File: config.mk
export PLATFORM = sky130hd
export DESIGN_NAME = mbc_top
export DESIGN_NICKNAME = d
export VERILOG_FILES = /design/src/logic/mbc_sync.v /design/src/logic/mbc_top.v
export VERILOG_INCLUDE_DIRS = /design/src /design/src/pkg
export SDC_FILE = /design/constraint.sdc
export NUM_CORES = 1
export LEC_CHECK = 0
export ABC_AREA = 0
export BUFFER_PORTS_ARGS = -buffer_cell sky130_fd_sc_hd__buf_4
export CAP_MARGIN = 20
export CORE_MARGIN = 2
export CORE_UTILIZATION = 25
export DETAILED_ROUTE_END_ITERATION = 16
export PLACE_DENSITY_LB_ADDON = 0.2
export SLEW_MARGIN = 20
export SYNTH_ARGS = -nofsm -noshare
export SYNTH_HDL_FRONTEND = slang
export SYNTH_SLANG_ARGS = --single-unit
File: constraint.sdc
create_clock -name I_CLOCK -period 2.4 [get_ports I_CLOCK]
set_input_delay 0.24 -clock I_CLOCK [delete_from_list [all_inputs] [get_ports I_CLOCK]]
set_output_delay 0.24 -clock I_CLOCK [all_outputs]
set_load 0.05 [all_outputs]
File: src/pkg/mbc_consts.vh
// constants for the multiplexed-bus processor pin interface
// assumes it is included by bare name from logic/ files
// Operation
// - the upper eight address bits leave on their own output bus, bit 15 on top.
// - the low address and the data share one two-way bus, address first, data after.
// - the address latch strobe is high through the first clock state of every cycle.
// - the system clock output has exactly twice the period of the input clock.
// - a hold request is answered with the grant acknowledge once it is accepted.
// - an accepted general request stops the program counter, is acknowledged, and an opcode is read.
// - the interrupt acknowledge goes low while the general request is being acknowledged.
// - read and write strobes are active low and float during hold, halt and reset.
// - reset clears the program counter, the interrupt enable flag and the grant flip-flop.
// - the reset indicator output shows that the processor is being reset.
// - three maskable restart inputs vector on their own, high over mid over low over general.
// - the trap input is a non-maskable restart above every other source.
// - two status bits and the memory/I-O select give each cycle's kind, stable at the strobe fall.
// - the read-mask instruction copies the serial input level into bit 7.
// - the serial output changes only on the set-mask instruction and holds otherwise.
`ifndef MBC_CONSTS_VH
`define MBC_CONSTS_VH

`define MBC_ST_IDLE 3'H0
`define MBC_ST_T1 3'H1
`define MBC_ST_T2 3'H2
`define MBC_ST_TW 3'H3
`define MBC_ST_T3 3'H4
`define MBC_ST_HOLD 3'H5

`define MBC_STAT_IDLE 2'H0
`define MBC_STAT_WRITE 2'H1
`define MBC_STAT_READ 2'H2
`define MBC_STAT_INTA 2'H3

`define MBC_VEC_TRAP 16'H0024
`define MBC_VEC_HIGH 16'H003C
`define MBC_VEC_MID 16'H0034
`define MBC_VEC_LOW 16'H002C
`define MBC_PC_RESET 16'H0000

`define MBC_SIM_MASK_HI 2
`define MBC_SIM_MASK_LO 0
`define MBC_SIM_MSE 3
`define MBC_SIM_R75 4
`define MBC_SIM_SDE 6
`define MBC_SIM_SOD 7

`define MBC_IN_HOLD 7
`define MBC_IN_READY 6
`define MBC_IN_GENERAL_INTERRUPT_REQUEST 5
`define MBC_IN_R75 4
`define MBC_IN_R65 3
`define MBC_IN_R55 2
`define MBC_IN_TRAP 1
`define MBC_IN_SID 0

`endif

File: src/logic/mbc_sync.v
// two-flop synchroniser for a group of pin inputs
// assumes the inputs are independent levels; no bus coherence
`timescale 1ns/10ps
`default_nettype none
module mbc_sync #(
	parameter WIDTH = 8
) (
	input wire i_clock,
	input wire i_reset_n,
	input wire [WIDTH-1:0] i_async,
	output reg [WIDTH-1:0] o_sync
);
	reg [WIDTH-1:0] meta;

	always @(posedge i_clock or negedge i_reset_n) begin
		if (!i_reset_n) begin
			meta <= {WIDTH{1'b0}};
			o_sync <= {WIDTH{1'b0}};
		end else begin
			meta <= i_async;
			o_sync <= meta;
		end
	end
endmodule
`default_nettype wire

File: src/logic/mbc_top.v
// pin interface of an 8-bit processor: bus cycles, hold, interrupts, serial bit
// assumes the core side is on I_CLOCK and pulses its commands for one cycle
`timescale 1ns/10ps
`default_nettype none
`include "mbc_consts.vh"
module mbc_top (
	input wire I_CLOCK,
	input wire I_RESET_N,
	input wire I_HOLD_REQUEST,
	input wire I_READY,
	input wire I_GENERAL_INTERRUPT_REQUEST,
	input wire I_RESTART_IRQ_HIGH,
	input wire I_RESTART_IRQ_MID,
	input wire I_RESTART_IRQ_LOW,
	input wire I_TRAP,
	input wire I_SERIAL_BIT_IN,
	input wire [7:0] I_AD_IN,
	input wire I_CYC_REQ,
	input wire I_CYC_WRITE,
	input wire I_CYC_IO,
	input wire [15:0] I_CYC_ADDR,
	input wire [7:0] I_CYC_WDATA,
	input wire I_HALT,
	input wire I_PC_LOAD,
	input wire [15:0] I_PC_LOAD_VALUE,
	input wire I_PC_INCREMENT,
	input wire I_INSTR_BOUNDARY,
	input wire I_INT_ENABLE_SET,
	input wire I_INT_ENABLE_CLEAR,
	input wire I_SET_MASK_INSTRUCTION,
	input wire [7:0] I_SET_MASK_DATA,
	input wire I_READ_MASK_INSTRUCTION,
	output reg [7:0] O_AD_OUT,
	output reg O_AD_OE_N,
	output reg [7:0] O_ADDR_HIGH,
	output reg O_ADDR_OE_N,
	output reg O_ALE,
	output reg O_SYS_CLOCK,
	output reg O_BUS_GRANT_ACK,
	output reg O_INTERRUPT_ACK_N,
	output reg O_READ_STROBE_N,
	output reg O_WRITE_STROBE_N,
	output reg O_STROBE_OE_N,
	output reg O_CYCLE_STATUS_BIT0,
	output reg O_CYCLE_STATUS_BIT1,
	output reg O_IO_MEM_SELECT,
	output reg O_RESET_INDICATOR_OUT,
	output reg O_CYC_BUSY,
	output reg O_CYC_DONE,
	output reg [7:0] O_CYC_RDATA,
	output reg [15:0] O_PROGRAM_COUNTER,
	output reg O_INTERRUPT_ENABLE_FLAG,
	output reg O_IRQ_TAKEN,
	output reg O_IRQ_EXTERNAL,
	output reg [15:0] O_IRQ_VECTOR,
	output reg [7:0] O_IRQ_OPCODE,
	output reg [7:0] O_READ_MASK_DATA,
	output reg O_SERIAL_BIT_OUT
);
	// ------------------------------------------------------------
	// pin synchronisers
	// ------------------------------------------------------------
	wire [7:0] ctl_s;
	wire [7:0] ad_s;

	mbc_sync #(.WIDTH(8)) u_ctl_sync (
		.i_clock(I_CLOCK),
		.i_reset_n(I_RESET_N),
		.i_async({I_HOLD_REQUEST, I_READY, I_GENERAL_INTERRUPT_REQUEST, I_RESTART_IRQ_HIGH,
			I_RESTART_IRQ_MID, I_RESTART_IRQ_LOW, I_TRAP, I_SERIAL_BIT_IN}),
		.o_sync(ctl_s)
	);

	mbc_sync #(.WIDTH(8)) u_ad_sync (
		.i_clock(I_CLOCK),
		.i_reset_n(I_RESET_N),
		.i_async(I_AD_IN),
		.o_sync(ad_s)
	);

	wire hold_s = ctl_s[`MBC_IN_HOLD];
	wire ready_s = ctl_s[`MBC_IN_READY];
	wire general_interrupt_request_s = ctl_s[`MBC_IN_GENERAL_INTERRUPT_REQUEST];
	wire r75_s = ctl_s[`MBC_IN_R75];
	wire r65_s = ctl_s[`MBC_IN_R65];
	wire r55_s = ctl_s[`MBC_IN_R55];
	wire trap_s = ctl_s[`MBC_IN_TRAP];
	wire sid_s = ctl_s[`MBC_IN_SID];

	// ------------------------------------------------------------
	// state
	// ------------------------------------------------------------
	reg [2:0] state;
	reg req_write;
	reg req_io;
	reg [15:0] req_addr;
	reg [7:0] req_wdata;
	reg act_write;
	reg act_inta;
	reg inta_pend;
	reg [2:0] masks;
	reg r75_latch;
	reg r75_prev;
	reg trap_latch;
	reg trap_prev;

	// one clock state spans two input clocks; advance on the high phase
	wire tick = O_SYS_CLOCK;
	wire [15:0] start_addr = inta_pend ? O_PROGRAM_COUNTER : req_addr;
	wire [1:0] start_status = inta_pend ? `MBC_STAT_INTA :
		(req_write ? `MBC_STAT_WRITE : `MBC_STAT_READ);

	always @(posedge I_CLOCK or negedge I_RESET_N) begin
		if (!I_RESET_N) begin
			state <= `MBC_ST_IDLE;
			req_write <= 1'b0;
			req_io <= 1'b0;
			req_addr <= 16'H0000;
			req_wdata <= 8'H00;
			act_write <= 1'b0;
			act_inta <= 1'b0;
			inta_pend <= 1'b0;
			masks <= 3'H7;
			r75_latch <= 1'b0;
			r75_prev <= 1'b0;
			trap_latch <= 1'b0;
			trap_prev <= 1'b0;
			O_AD_OUT <= 8'H00;
			O_AD_OE_N <= 1'b1;
			O_ADDR_HIGH <= 8'H00;
			O_ADDR_OE_N <= 1'b1;
			O_ALE <= 1'b0;
			O_SYS_CLOCK <= 1'b0;
			O_BUS_GRANT_ACK <= 1'b0;
			O_INTERRUPT_ACK_N <= 1'b1;
			O_READ_STROBE_N <= 1'b1;
			O_WRITE_STROBE_N <= 1'b1;
			O_STROBE_OE_N <= 1'b1;
			O_CYCLE_STATUS_BIT0 <= 1'b0;
			O_CYCLE_STATUS_BIT1 <= 1'b0;
			O_IO_MEM_SELECT <= 1'b0;
			O_RESET_INDICATOR_OUT <= 1'b1;
			O_CYC_BUSY <= 1'b0;
			O_CYC_DONE <= 1'b0;
			O_CYC_RDATA <= 8'H00;
			O_PROGRAM_COUNTER <= `MBC_PC_RESET;
			O_INTERRUPT_ENABLE_FLAG <= 1'b0;
			O_IRQ_TAKEN <= 1'b0;
			O_IRQ_EXTERNAL <= 1'b0;
			O_IRQ_VECTOR <= 16'H0000;
			O_IRQ_OPCODE <= 8'H00;
			O_READ_MASK_DATA <= 8'H00;
			O_SERIAL_BIT_OUT <= 1'b0;
		end else begin
			O_SYS_CLOCK <= ~O_SYS_CLOCK;
			O_RESET_INDICATOR_OUT <= 1'b0;
			O_CYC_DONE <= 1'b0;
			O_IRQ_TAKEN <= 1'b0;

			// ------------------------------------------------------------
			// core cycle request and program counter
			// ------------------------------------------------------------
			if (I_CYC_REQ && !O_CYC_BUSY) begin
				O_CYC_BUSY <= 1'b1;
				req_write <= I_CYC_WRITE;
				req_io <= I_CYC_IO;
				req_addr <= I_CYC_ADDR;
				req_wdata <= I_CYC_WDATA;
			end
			if (I_PC_LOAD) begin
				O_PROGRAM_COUNTER <= I_PC_LOAD_VALUE;
			end else if (I_PC_INCREMENT && !inta_pend) begin
				O_PROGRAM_COUNTER <= O_PROGRAM_COUNTER + 16'H0001;
			end

			// ------------------------------------------------------------
			// mask, serial and interrupt logic
			// ------------------------------------------------------------
			r75_prev <= r75_s;
			trap_prev <= trap_s;
			if (I_SET_MASK_INSTRUCTION) begin
				if (I_SET_MASK_DATA[`MBC_SIM_MSE]) begin
					masks <= I_SET_MASK_DATA[`MBC_SIM_MASK_HI:`MBC_SIM_MASK_LO];
				end
				if (I_SET_MASK_DATA[`MBC_SIM_R75]) begin
					r75_latch <= 1'b0;
				end
				if (I_SET_MASK_DATA[`MBC_SIM_SDE]) begin
					O_SERIAL_BIT_OUT <= I_SET_MASK_DATA[`MBC_SIM_SOD];
				end
			end
			if (I_READ_MASK_INSTRUCTION) begin
				O_READ_MASK_DATA <= {sid_s, r75_latch, r65_s, r55_s, O_INTERRUPT_ENABLE_FLAG, masks};
			end
			if (I_INT_ENABLE_SET) begin
				O_INTERRUPT_ENABLE_FLAG <= 1'b1;
			end else if (I_INT_ENABLE_CLEAR) begin
				O_INTERRUPT_ENABLE_FLAG <= 1'b0;
			end
			if (I_INSTR_BOUNDARY && !inta_pend) begin
				// trap first, ignores enable and masks
				if (trap_latch) begin
					trap_latch <= 1'b0;
					O_INTERRUPT_ENABLE_FLAG <= 1'b0;
					O_IRQ_TAKEN <= 1'b1;
					O_IRQ_EXTERNAL <= 1'b0;
					O_IRQ_VECTOR <= `MBC_VEC_TRAP;
					O_PROGRAM_COUNTER <= `MBC_VEC_TRAP;
				end else if (O_INTERRUPT_ENABLE_FLAG && r75_latch && !masks[2]) begin
					r75_latch <= 1'b0;
					O_INTERRUPT_ENABLE_FLAG <= 1'b0;
					O_IRQ_TAKEN <= 1'b1;
					O_IRQ_EXTERNAL <= 1'b0;
					O_IRQ_VECTOR <= `MBC_VEC_HIGH;
					O_PROGRAM_COUNTER <= `MBC_VEC_HIGH;
				end else if (O_INTERRUPT_ENABLE_FLAG && r65_s && !masks[1]) begin
					O_INTERRUPT_ENABLE_FLAG <= 1'b0;
					O_IRQ_TAKEN <= 1'b1;
					O_IRQ_EXTERNAL <= 1'b0;
					O_IRQ_VECTOR <= `MBC_VEC_MID;
					O_PROGRAM_COUNTER <= `MBC_VEC_MID;
				end else if (O_INTERRUPT_ENABLE_FLAG && r55_s && !masks[0]) begin
					O_INTERRUPT_ENABLE_FLAG <= 1'b0;
					O_IRQ_TAKEN <= 1'b1;
					O_IRQ_EXTERNAL <= 1'b0;
					O_IRQ_VECTOR <= `MBC_VEC_LOW;
					O_PROGRAM_COUNTER <= `MBC_VEC_LOW;
				end else if (O_INTERRUPT_ENABLE_FLAG && general_interrupt_request_s) begin
					inta_pend <= 1'b1;
					O_INTERRUPT_ENABLE_FLAG <= 1'b0;
				end
			end
			// edges set after the clears so a same-cycle event is kept
			if (r75_s && !r75_prev) begin
				r75_latch <= 1'b1;
			end
			if (trap_s && !trap_prev) begin
				trap_latch <= 1'b1;
			end

			// ------------------------------------------------------------
			// bus cycle sequencer
			// ------------------------------------------------------------
			case (state)
			`MBC_ST_IDLE: begin
				if (tick) begin
					if (hold_s) begin
						state <= `MBC_ST_HOLD;
						O_BUS_GRANT_ACK <= 1'b1;
						O_AD_OE_N <= 1'b1;
						O_ADDR_OE_N <= 1'b1;
						O_STROBE_OE_N <= 1'b1;
						{O_CYCLE_STATUS_BIT1, O_CYCLE_STATUS_BIT0} <= `MBC_STAT_IDLE;
					end else if (inta_pend || O_CYC_BUSY) begin
						state <= `MBC_ST_T1;
						act_inta <= inta_pend;
						act_write <= !inta_pend && req_write;
						O_ALE <= 1'b1;
						O_ADDR_HIGH <= start_addr[15:8];
						O_ADDR_OE_N <= 1'b0;
						O_AD_OUT <= start_addr[7:0];
						O_AD_OE_N <= 1'b0;
						O_STROBE_OE_N <= 1'b0;
						// status stands before the strobe falls
						{O_CYCLE_STATUS_BIT1, O_CYCLE_STATUS_BIT0} <= start_status;
						O_IO_MEM_SELECT <= inta_pend || req_io;
					end else begin
						O_STROBE_OE_N <= I_HALT;
					end
				end
			end
			`MBC_ST_T1: begin
				if (tick) begin
					state <= `MBC_ST_T2;
					O_ALE <= 1'b0;
					if (act_write) begin
						O_AD_OUT <= req_wdata;
					end else begin
						O_AD_OE_N <= 1'b1;
					end
					// acknowledge low in place of read
					if (act_inta) begin
						O_INTERRUPT_ACK_N <= 1'b0;
					end else if (act_write) begin
						O_WRITE_STROBE_N <= 1'b0;
					end else begin
						O_READ_STROBE_N <= 1'b0;
					end
				end
			end
			`MBC_ST_T2, `MBC_ST_TW: begin
				if (tick) begin
					state <= ready_s ? `MBC_ST_T3 : `MBC_ST_TW;
				end
			end
			`MBC_ST_T3: begin
				if (tick) begin
					state <= `MBC_ST_IDLE;
					O_READ_STROBE_N <= 1'b1;
					O_WRITE_STROBE_N <= 1'b1;
					O_INTERRUPT_ACK_N <= 1'b1;
					O_AD_OE_N <= 1'b1;
					{O_CYCLE_STATUS_BIT1, O_CYCLE_STATUS_BIT0} <= `MBC_STAT_IDLE;
					if (act_inta) begin
						inta_pend <= 1'b0;
						O_IRQ_TAKEN <= 1'b1;
						O_IRQ_EXTERNAL <= 1'b1;
						O_IRQ_OPCODE <= ad_s;
					end else begin
						O_CYC_DONE <= 1'b1;
						O_CYC_RDATA <= ad_s;
						O_CYC_BUSY <= 1'b0;
					end
				end
			end
			`MBC_ST_HOLD: begin
				if (tick && !hold_s) begin
					state <= `MBC_ST_IDLE;
					O_BUS_GRANT_ACK <= 1'b0;
					O_STROBE_OE_N <= I_HALT;
				end
			end
			default: begin
				state <= `MBC_ST_IDLE;
			end
			endcase
		end
	end
endmodule
`default_nettype wire

# [After elaboration in Yosys (flattened, before gate mapping)]
# Index checks and enable logic that the tools add are counted.
[totals] out_inout_bits=91 regBits=162 elab_cells=233 in_bits=77
[classes] n_addsub=1 eq_ne=18 mux=117 bitwise_logic=3 reduce_logical=51
[op_table] op="16-bit 2-to-1 mux" count=12
[op_table] op="1-bit 2-to-1 mux" count=79
[op_table] op="8-bit 2-to-1 mux" count=5
[op_table] op="3-bit 2-to-1 mux" count=8
[op_table] op="2-bit inequality test, second input constant" count=11
[op_table] op="6-bit AND reduction" count=3
[op_table] op="16-bit by 1-bit adder with 16-bit output, second input constant" count=1
[op_table] op="1-bit case mux with 2 select lines" count=8
[op_table] op="8-bit case mux with 2 select lines" count=1
[op_table] op="4-bit AND reduction" count=4
[op_table] op="3-bit case mux with 5 select lines" count=1
[op_table] op="5-bit AND reduction" count=3
[op_table] op="1-bit logical AND" count=14
[op_table] op="3-bit AND reduction" count=4
[op_table] op="2-bit nonzero test" count=6
[op_table] op="1-bit logical NOT" count=8
[op_table] op="3-bit by 2-bit == test with 1-bit output, second input constant" count=2
[op_table] op="3-bit == test, second input constant" count=2
[op_table] op="2-bit AND reduction" count=3
[op_table] op="2-bit 2-to-1 mux" count=2
[op_table] op="4-bit nonzero test" count=1
[op_table] op="3-bit by 1-bit == test with 1-bit output, second input constant" count=1
[op_table] op="3-bit logical NOT" count=1
[op_table] op="3-bit by 2-bit inequality test with 1-bit output, second input constant" count=1
[op_table] op="other kinds (6)" count=9

# [Longest topological paths before layout]
[depth] word_depth=10 ltp_mapped=6 mapped_depth_nobuf=5

# [Modules after synthesis]
# From an unflattened synthesis, not the netlist that was laid out.
[hier_totals] cells_unflattened=496 hier_area_um2=6107.1
[modules_own_cells] mod="mbc_top" instances=1 cells_each=464 seq_area_each_um2=2940.3 area_each_um2=5306.3
[modules_own_cells] mod="mbc_sync" instances=2 cells_each=16 seq_area_each_um2=400.4 area_each_um2=400.4

# [Least setup slack after synthesis]
# No wires, ideal clock.
[synth_timing] path_type="reg2reg" start="register O_SYS_CLOCK" end="register O_CYC_RDATA[0]" setup_slack_ns=0.546 stages_incl_launch_ff=5 synth_period_minus_slack_ns=1.854 arrival_time_ns=1.729 cell_sequence="dfrtp_1 nor3b_4 nand2_1 nor2_4 mux2_2"
[synth_via] elab_chain_cells=1
[synth_rtl] element="from (decl)" line_no="mbc_top.v:38" source="output reg O_SYS_CLOCK,"
[synth_rtl] element="from (signal assigned)" line_no="mbc_top.v:155" source="O_SYS_CLOCK <= ~O_SYS_CLOCK;"
[synth_rtl] element="3-bit AND reduction (no line)"
[synth_rtl] element="to (signal assigned)" line_no="mbc_top.v:311" source="O_CYC_RDATA <= ad_s;"
[synth_rtl] element="to (decl)" line_no="mbc_top.v:50" source="output reg [7:0] O_CYC_RDATA,"
# Every way passes these cells.
# A chain may end at the register's enable or synchronous reset.

# [Worst setup path after layout]
[layout_timing] start="register inta_pend" end="register O_PROGRAM_COUNTER[15]"
[layout_via] elab_chain_cells=9
[layout_rtl] element="from (decl)" line_no="mbc_top.v:100" source="reg inta_pend;"
[layout_rtl] element="from (signal assigned)" line_no="mbc_top.v:122" source="inta_pend <= 1'b0;"
[layout_rtl] element="from (signal assigned)" line_no="mbc_top.v:229" source="inta_pend <= 1'b1;"
[layout_rtl] element="from (signal assigned)" line_no="mbc_top.v:305" source="inta_pend <= 1'b0;"
[layout_rtl] element="1-bit logical NOT (*)" line_no="mbc_top.v:172, mbc_top.v:200"
[layout_rtl] element="1-bit logical AND" line_no="mbc_top.v:172" source="end else if (I_PC_INCREMENT && !inta_pend) begin"
[layout_rtl] element="16-bit 2-to-1 mux" line_no="mbc_top.v:172"
[layout_rtl] element="16-bit 2-to-1 mux" line_no="mbc_top.v:170" source="if (I_PC_LOAD) begin"
[layout_rtl] element="16-bit 2-to-1 mux" line_no="mbc_top.v:222" source="end else if (O_INTERRUPT_ENABLE_FLAG && r55_s && !masks[0]) begin"
[layout_rtl] element="16-bit 2-to-1 mux" line_no="mbc_top.v:216" source="end else if (O_INTERRUPT_ENABLE_FLAG && r65_s && !masks[1]) begin"
[layout_rtl] element="16-bit 2-to-1 mux" line_no="mbc_top.v:209" source="end else if (O_INTERRUPT_ENABLE_FLAG && r75_latch && !masks[2]) begin"
[layout_rtl] element="16-bit 2-to-1 mux" line_no="mbc_top.v:202" source="if (trap_latch) begin"
[layout_rtl] element="16-bit 2-to-1 mux (*)" line_no="mbc_top.v:200" source="if (I_INSTR_BOUNDARY && !inta_pend) begin"
[layout_rtl] element="to (signal assigned)" line_no="mbc_top.v:208" source="O_PROGRAM_COUNTER <= `MBC_VEC_TRAP;"
[layout_rtl] element="to (signal assigned)" line_no="mbc_top.v:215" source="O_PROGRAM_COUNTER <= `MBC_VEC_HIGH;"
[layout_rtl] element="to (signal assigned)" line_no="mbc_top.v:221" source="O_PROGRAM_COUNTER <= `MBC_VEC_MID;"
[layout_rtl] element="to (decl)" line_no="mbc_top.v:51" source="output reg [15:0] O_PROGRAM_COUNTER,"
# Every way passes the cells marked *; elsewhere a longest branch is shown, timed or not.

==> flow_summary.yaml <==
cts:
  cts_setup_buffers: 0
  clock_path_buffers: 2
  cts_sinks: 149
  cts_tree: "done"
  cts_made_buffers: 17
  holdBufCountCts: 17
  htree_levels: 4
  ctsResizeCount: 0
  clk_pin_slew_ns: 0.07
  insertion_delay_ns: 0.43
  root_buffer: "clkbuf_16"
final_layout:
  fin_nets: 764
  drive_above_1_share: 0.428
  fillers: 2485
  final_util: 0.345
  syn2layout_area_growth_pct: 36.6
  diodes: 0
routing:
  wl_mm: 16.6
  route.detailed.drc: 0
  dr.pass1.iters: 4
  first_iter_violations: 130
  routedWlPerCell_um: 16.1
  drtAntennaViolNets: 0
  vias: 4454
  via_per_inst: 4.33
sta:
  finalSetupViolations: 0
  finalHoldViolCount: 0
  tightestPinTransition_ns: 1.01
  tns_ns: 0
  fmax_mhz: 502
  slew_violations: 0
  fin_skew_ns: 0.0180
  grt_setup_unrepaired: "false"
  fin_crit_ns: 1.99
  period_share: 0.830
  relSlewSlack: 0.322
critical_path:
  crit_type: "flop to flop"
  cp.arrival_ns: 2.25
  cp-end-kind: "flop"
  crit_fanout: 11
  path_delay_family: "simple AND/OR/NAND/NOR gates"
  critical_path_buf_inv_count: 0
  critPathMaxStageDelay_ns: 0.81
  path_cells: "and2b_1 -> o21ai_1 -> nor2_1 -> nor4_1"
  cp.required_ns: 2.66
  start_kind: "flop"
  cpMaxStageDelayCell: "nor2_1"
placement:
  place.gp.congestion: 0.737
  place.detailed.hpwl_mm: 12.0
  portBuffers: 154
synthesis:
  synth_edf_count: 0
  syn_area_um2: 6320
  syn_inst: 504
  ys_ff_latch: 149
  ys_warn_count: 0
  synthFlopType: "dfrtp_1"
  synth.distinct_cells: 60
  yosysSeqAreaShare: 0.592
  async_flop_share: 1.00
  synth.avg_cell_area_um2: 12.5
die:
  die_y_um: 163
  dieArea_um2: 26600
  start_util: 0.253
  io_pins: 168
  fp-row-count: 58
  coreArea_um2: 25000
  die_w_um: 163
grt:
  grt_max_degree: 62
  grt_pass1_vias: 4641
  grt_pass1_wl_mm: 26.0
  grt_use_total: 0.128
  grt_overflow: 0
  grt_antenna_before_repair: 0
run_status:
  status: "finished clean"
min_path:
  min_path_type: "input pin to flop"
power_and_ir_drop:
  power_density_nw_per_um2: 1380
  leakage_uw: 0.00389
  ir_worst_vdd_v: 0.000652
run:
  drv_cap: 0
worst reg2reg max path, stage by stage (launching register included):
cell and delay, ns:
dfrtp_1 0.46, and2b_1 0.25, o21ai_1 0.16, nor2_1 0.81, nor4_1 0.15
routing by layer:
layer,track usage,routed length (um),part of all wire,up-vias
met4,0.0386,178,0.011,0
li1,-,-,-,2120
met3,0.0348,822,0.050,12
met5,0,0,0,-
met1,0.163,7450,0.45,2207
met2,0.213,8110,0.49,115
power breakdown:
group | switching [uW] | leakage (uW) | total [uW] | internal (uW)
registers | 752 | 0.00176 | 4120 | 3370
logic | 3190 | 0.00184 | 5110 | 1910
clock network | 1210 | 0.000293 | 2720 | 1510
state kept, by name, indices dropped and copies added (netlist names), 3 cells and up:
signal             cells
O_ADDR_HIGH            8
O_AD_OUT               8
O_CYC_RDATA            8
O_IRQ_OPCODE           8
O_IRQ_VECTOR           3
O_PROGRAM_COUNTER     16
O_READ_MASK_DATA       8
masks                  3
req_addr              16
req_wdata              8
state                  3
u_ad_sync.meta         8
u_ad_sync.o_sync       8
u_ctl_sync.meta        8
u_ctl_sync.o_sync      8
kinds of logic after synthesis:
group | share of synthesized area
adders and majority gates | 0.00198
DFF | 0.592
AOI/OAI and AO/OA | 0.0859
other | 0.000593
xor gates and xnor gates | 0.0111
buffers and inverters | 0.0421
muxes | 0.146
and+or+nand+nor | 0.121
through the flow:
step / power, uW / area [um^2] / hold WS [ns] / cells / worst slack, ns
global placement: 9250 / 7870 / 0.260 / 980 / 0.407
floorplan: 7670 / 6370 / -0.0556 / 516 / 0.546
detailed placement: 9330 / 7870 / 0.266 / 980 / 0.393
global route: 12600 / 8640 / 0.0305 / 1029 / 0.268
CTS: 12100 / 8640 / 0.0289 / 1029 / 0.393
finish: 11900 / 8640 / 0.0433 / 1029 / 0.409
synth_stat cells, drive strengths merged (2+ instances only):
cell type | n | share of area
a311oi | 2 | 0.0028
a211oi | 10 | 0.015
nand3b | 2 | 0.0030
nand2 | 32 | 0.019
a22oi | 2 | 0.0024
nor3 | 12 | 0.013
o22ai | 5 | 0.0049
nor2b | 8 | 0.0079
o21ai | 23 | 0.018
o21a | 2 | 0.0024
o211ai | 3 | 0.0036
dfrtp | 139 | 0.55
nor3b | 4 | 0.0081
clkbuf | 8 | 0.0047
buf | 27 | 0.030
nand4 | 4 | 0.0063
a21oi | 24 | 0.019
mux2 | 65 | 0.12
nand4b | 2 | 0.0051
mux2i | 19 | 0.030
inv | 12 | 0.0071
and4 | 2 | 0.0028
nand2b | 7 | 0.0069
nor4 | 6 | 0.011
a31oi | 3 | 0.0030
xnor2 | 8 | 0.011
nand3 | 6 | 0.0047
nor2 | 38 | 0.024
a31o | 2 | 0.0028
o21bai | 2 | 0.0024
dfstp | 10 | 0.042
layout make-up:
class | instances | area, um^2 | share of cell area
well taps | 330 | 413 | 0.0478
repair buffers | 186 | 1470 | 0.170
inverters | 13 | 48.8 | 0.00565
multi-input cells | 319 | 2370 | 0.274
clock inverters | 14 | 160 | 0.0185
flip-flops and latches | 149 | 3740 | 0.433
clock buffers | 18 | 439 | 0.0508
cell usage in the layout, fill, tap and decap left out, types with 4 or more instances in the layout:
cell / netlist / layout
o21ai_0: 22 / 22
nand2_1: 32 / 32
buf_4: 16 / 166
inv_1: 12 / 12
nand3_1: 6 / 6
o22ai_1: 5 / 5
a21oi_1: 24 / 24
a211oi_2: 4 / 4
conb_1: 1 / 13
inv_8: 0 / 4
mux2i_1: 19 / 19
nor2b_1: 8 / 7
dfrtp_1: 139 / 139
nor2_1: 36 / 36
nand2b_1: 7 / 7
nor3_1: 10 / 10
inv_6: 0 / 4
dfstp_2: 10 / 10
a211oi_1: 6 / 6
xnor2_1: 8 / 8
mux2_2: 65 / 65
dlygate4sd3_1: 0 / 17
clkbuf_16: 0 / 17
final timing paths:
kind	start	end	slack (ns)	cells after the start
worst max-delay path	inta_pend$_DFF_PN0_	O_PROGRAM_COUNTER[15]$_DFF_PN0_	0.41	4
max in group asynchronous	I_RESET_N	O_ADDR_OE_N$_DFFE_PN1P_	1.28	3
worst min register to register	u_ctl_sync.meta[2]$_DFF_PN0_	u_ctl_sync.o_sync[2]$_DFF_PN0_	0.35	0
worst min-delay path	I_SET_MASK_DATA[1]	masks[1]$_DFFE_PN1P_	0.04	2
worst max register to register	inta_pend$_DFF_PN0_	O_PROGRAM_COUNTER[15]$_DFF_PN0_	0.41	4
min in group asynchronous	I_RESET_N	O_READ_MASK_DATA[1]$_DFFE_PN0P_	0.35	2
No activity file was read; power rests on OpenSTA's default activity.
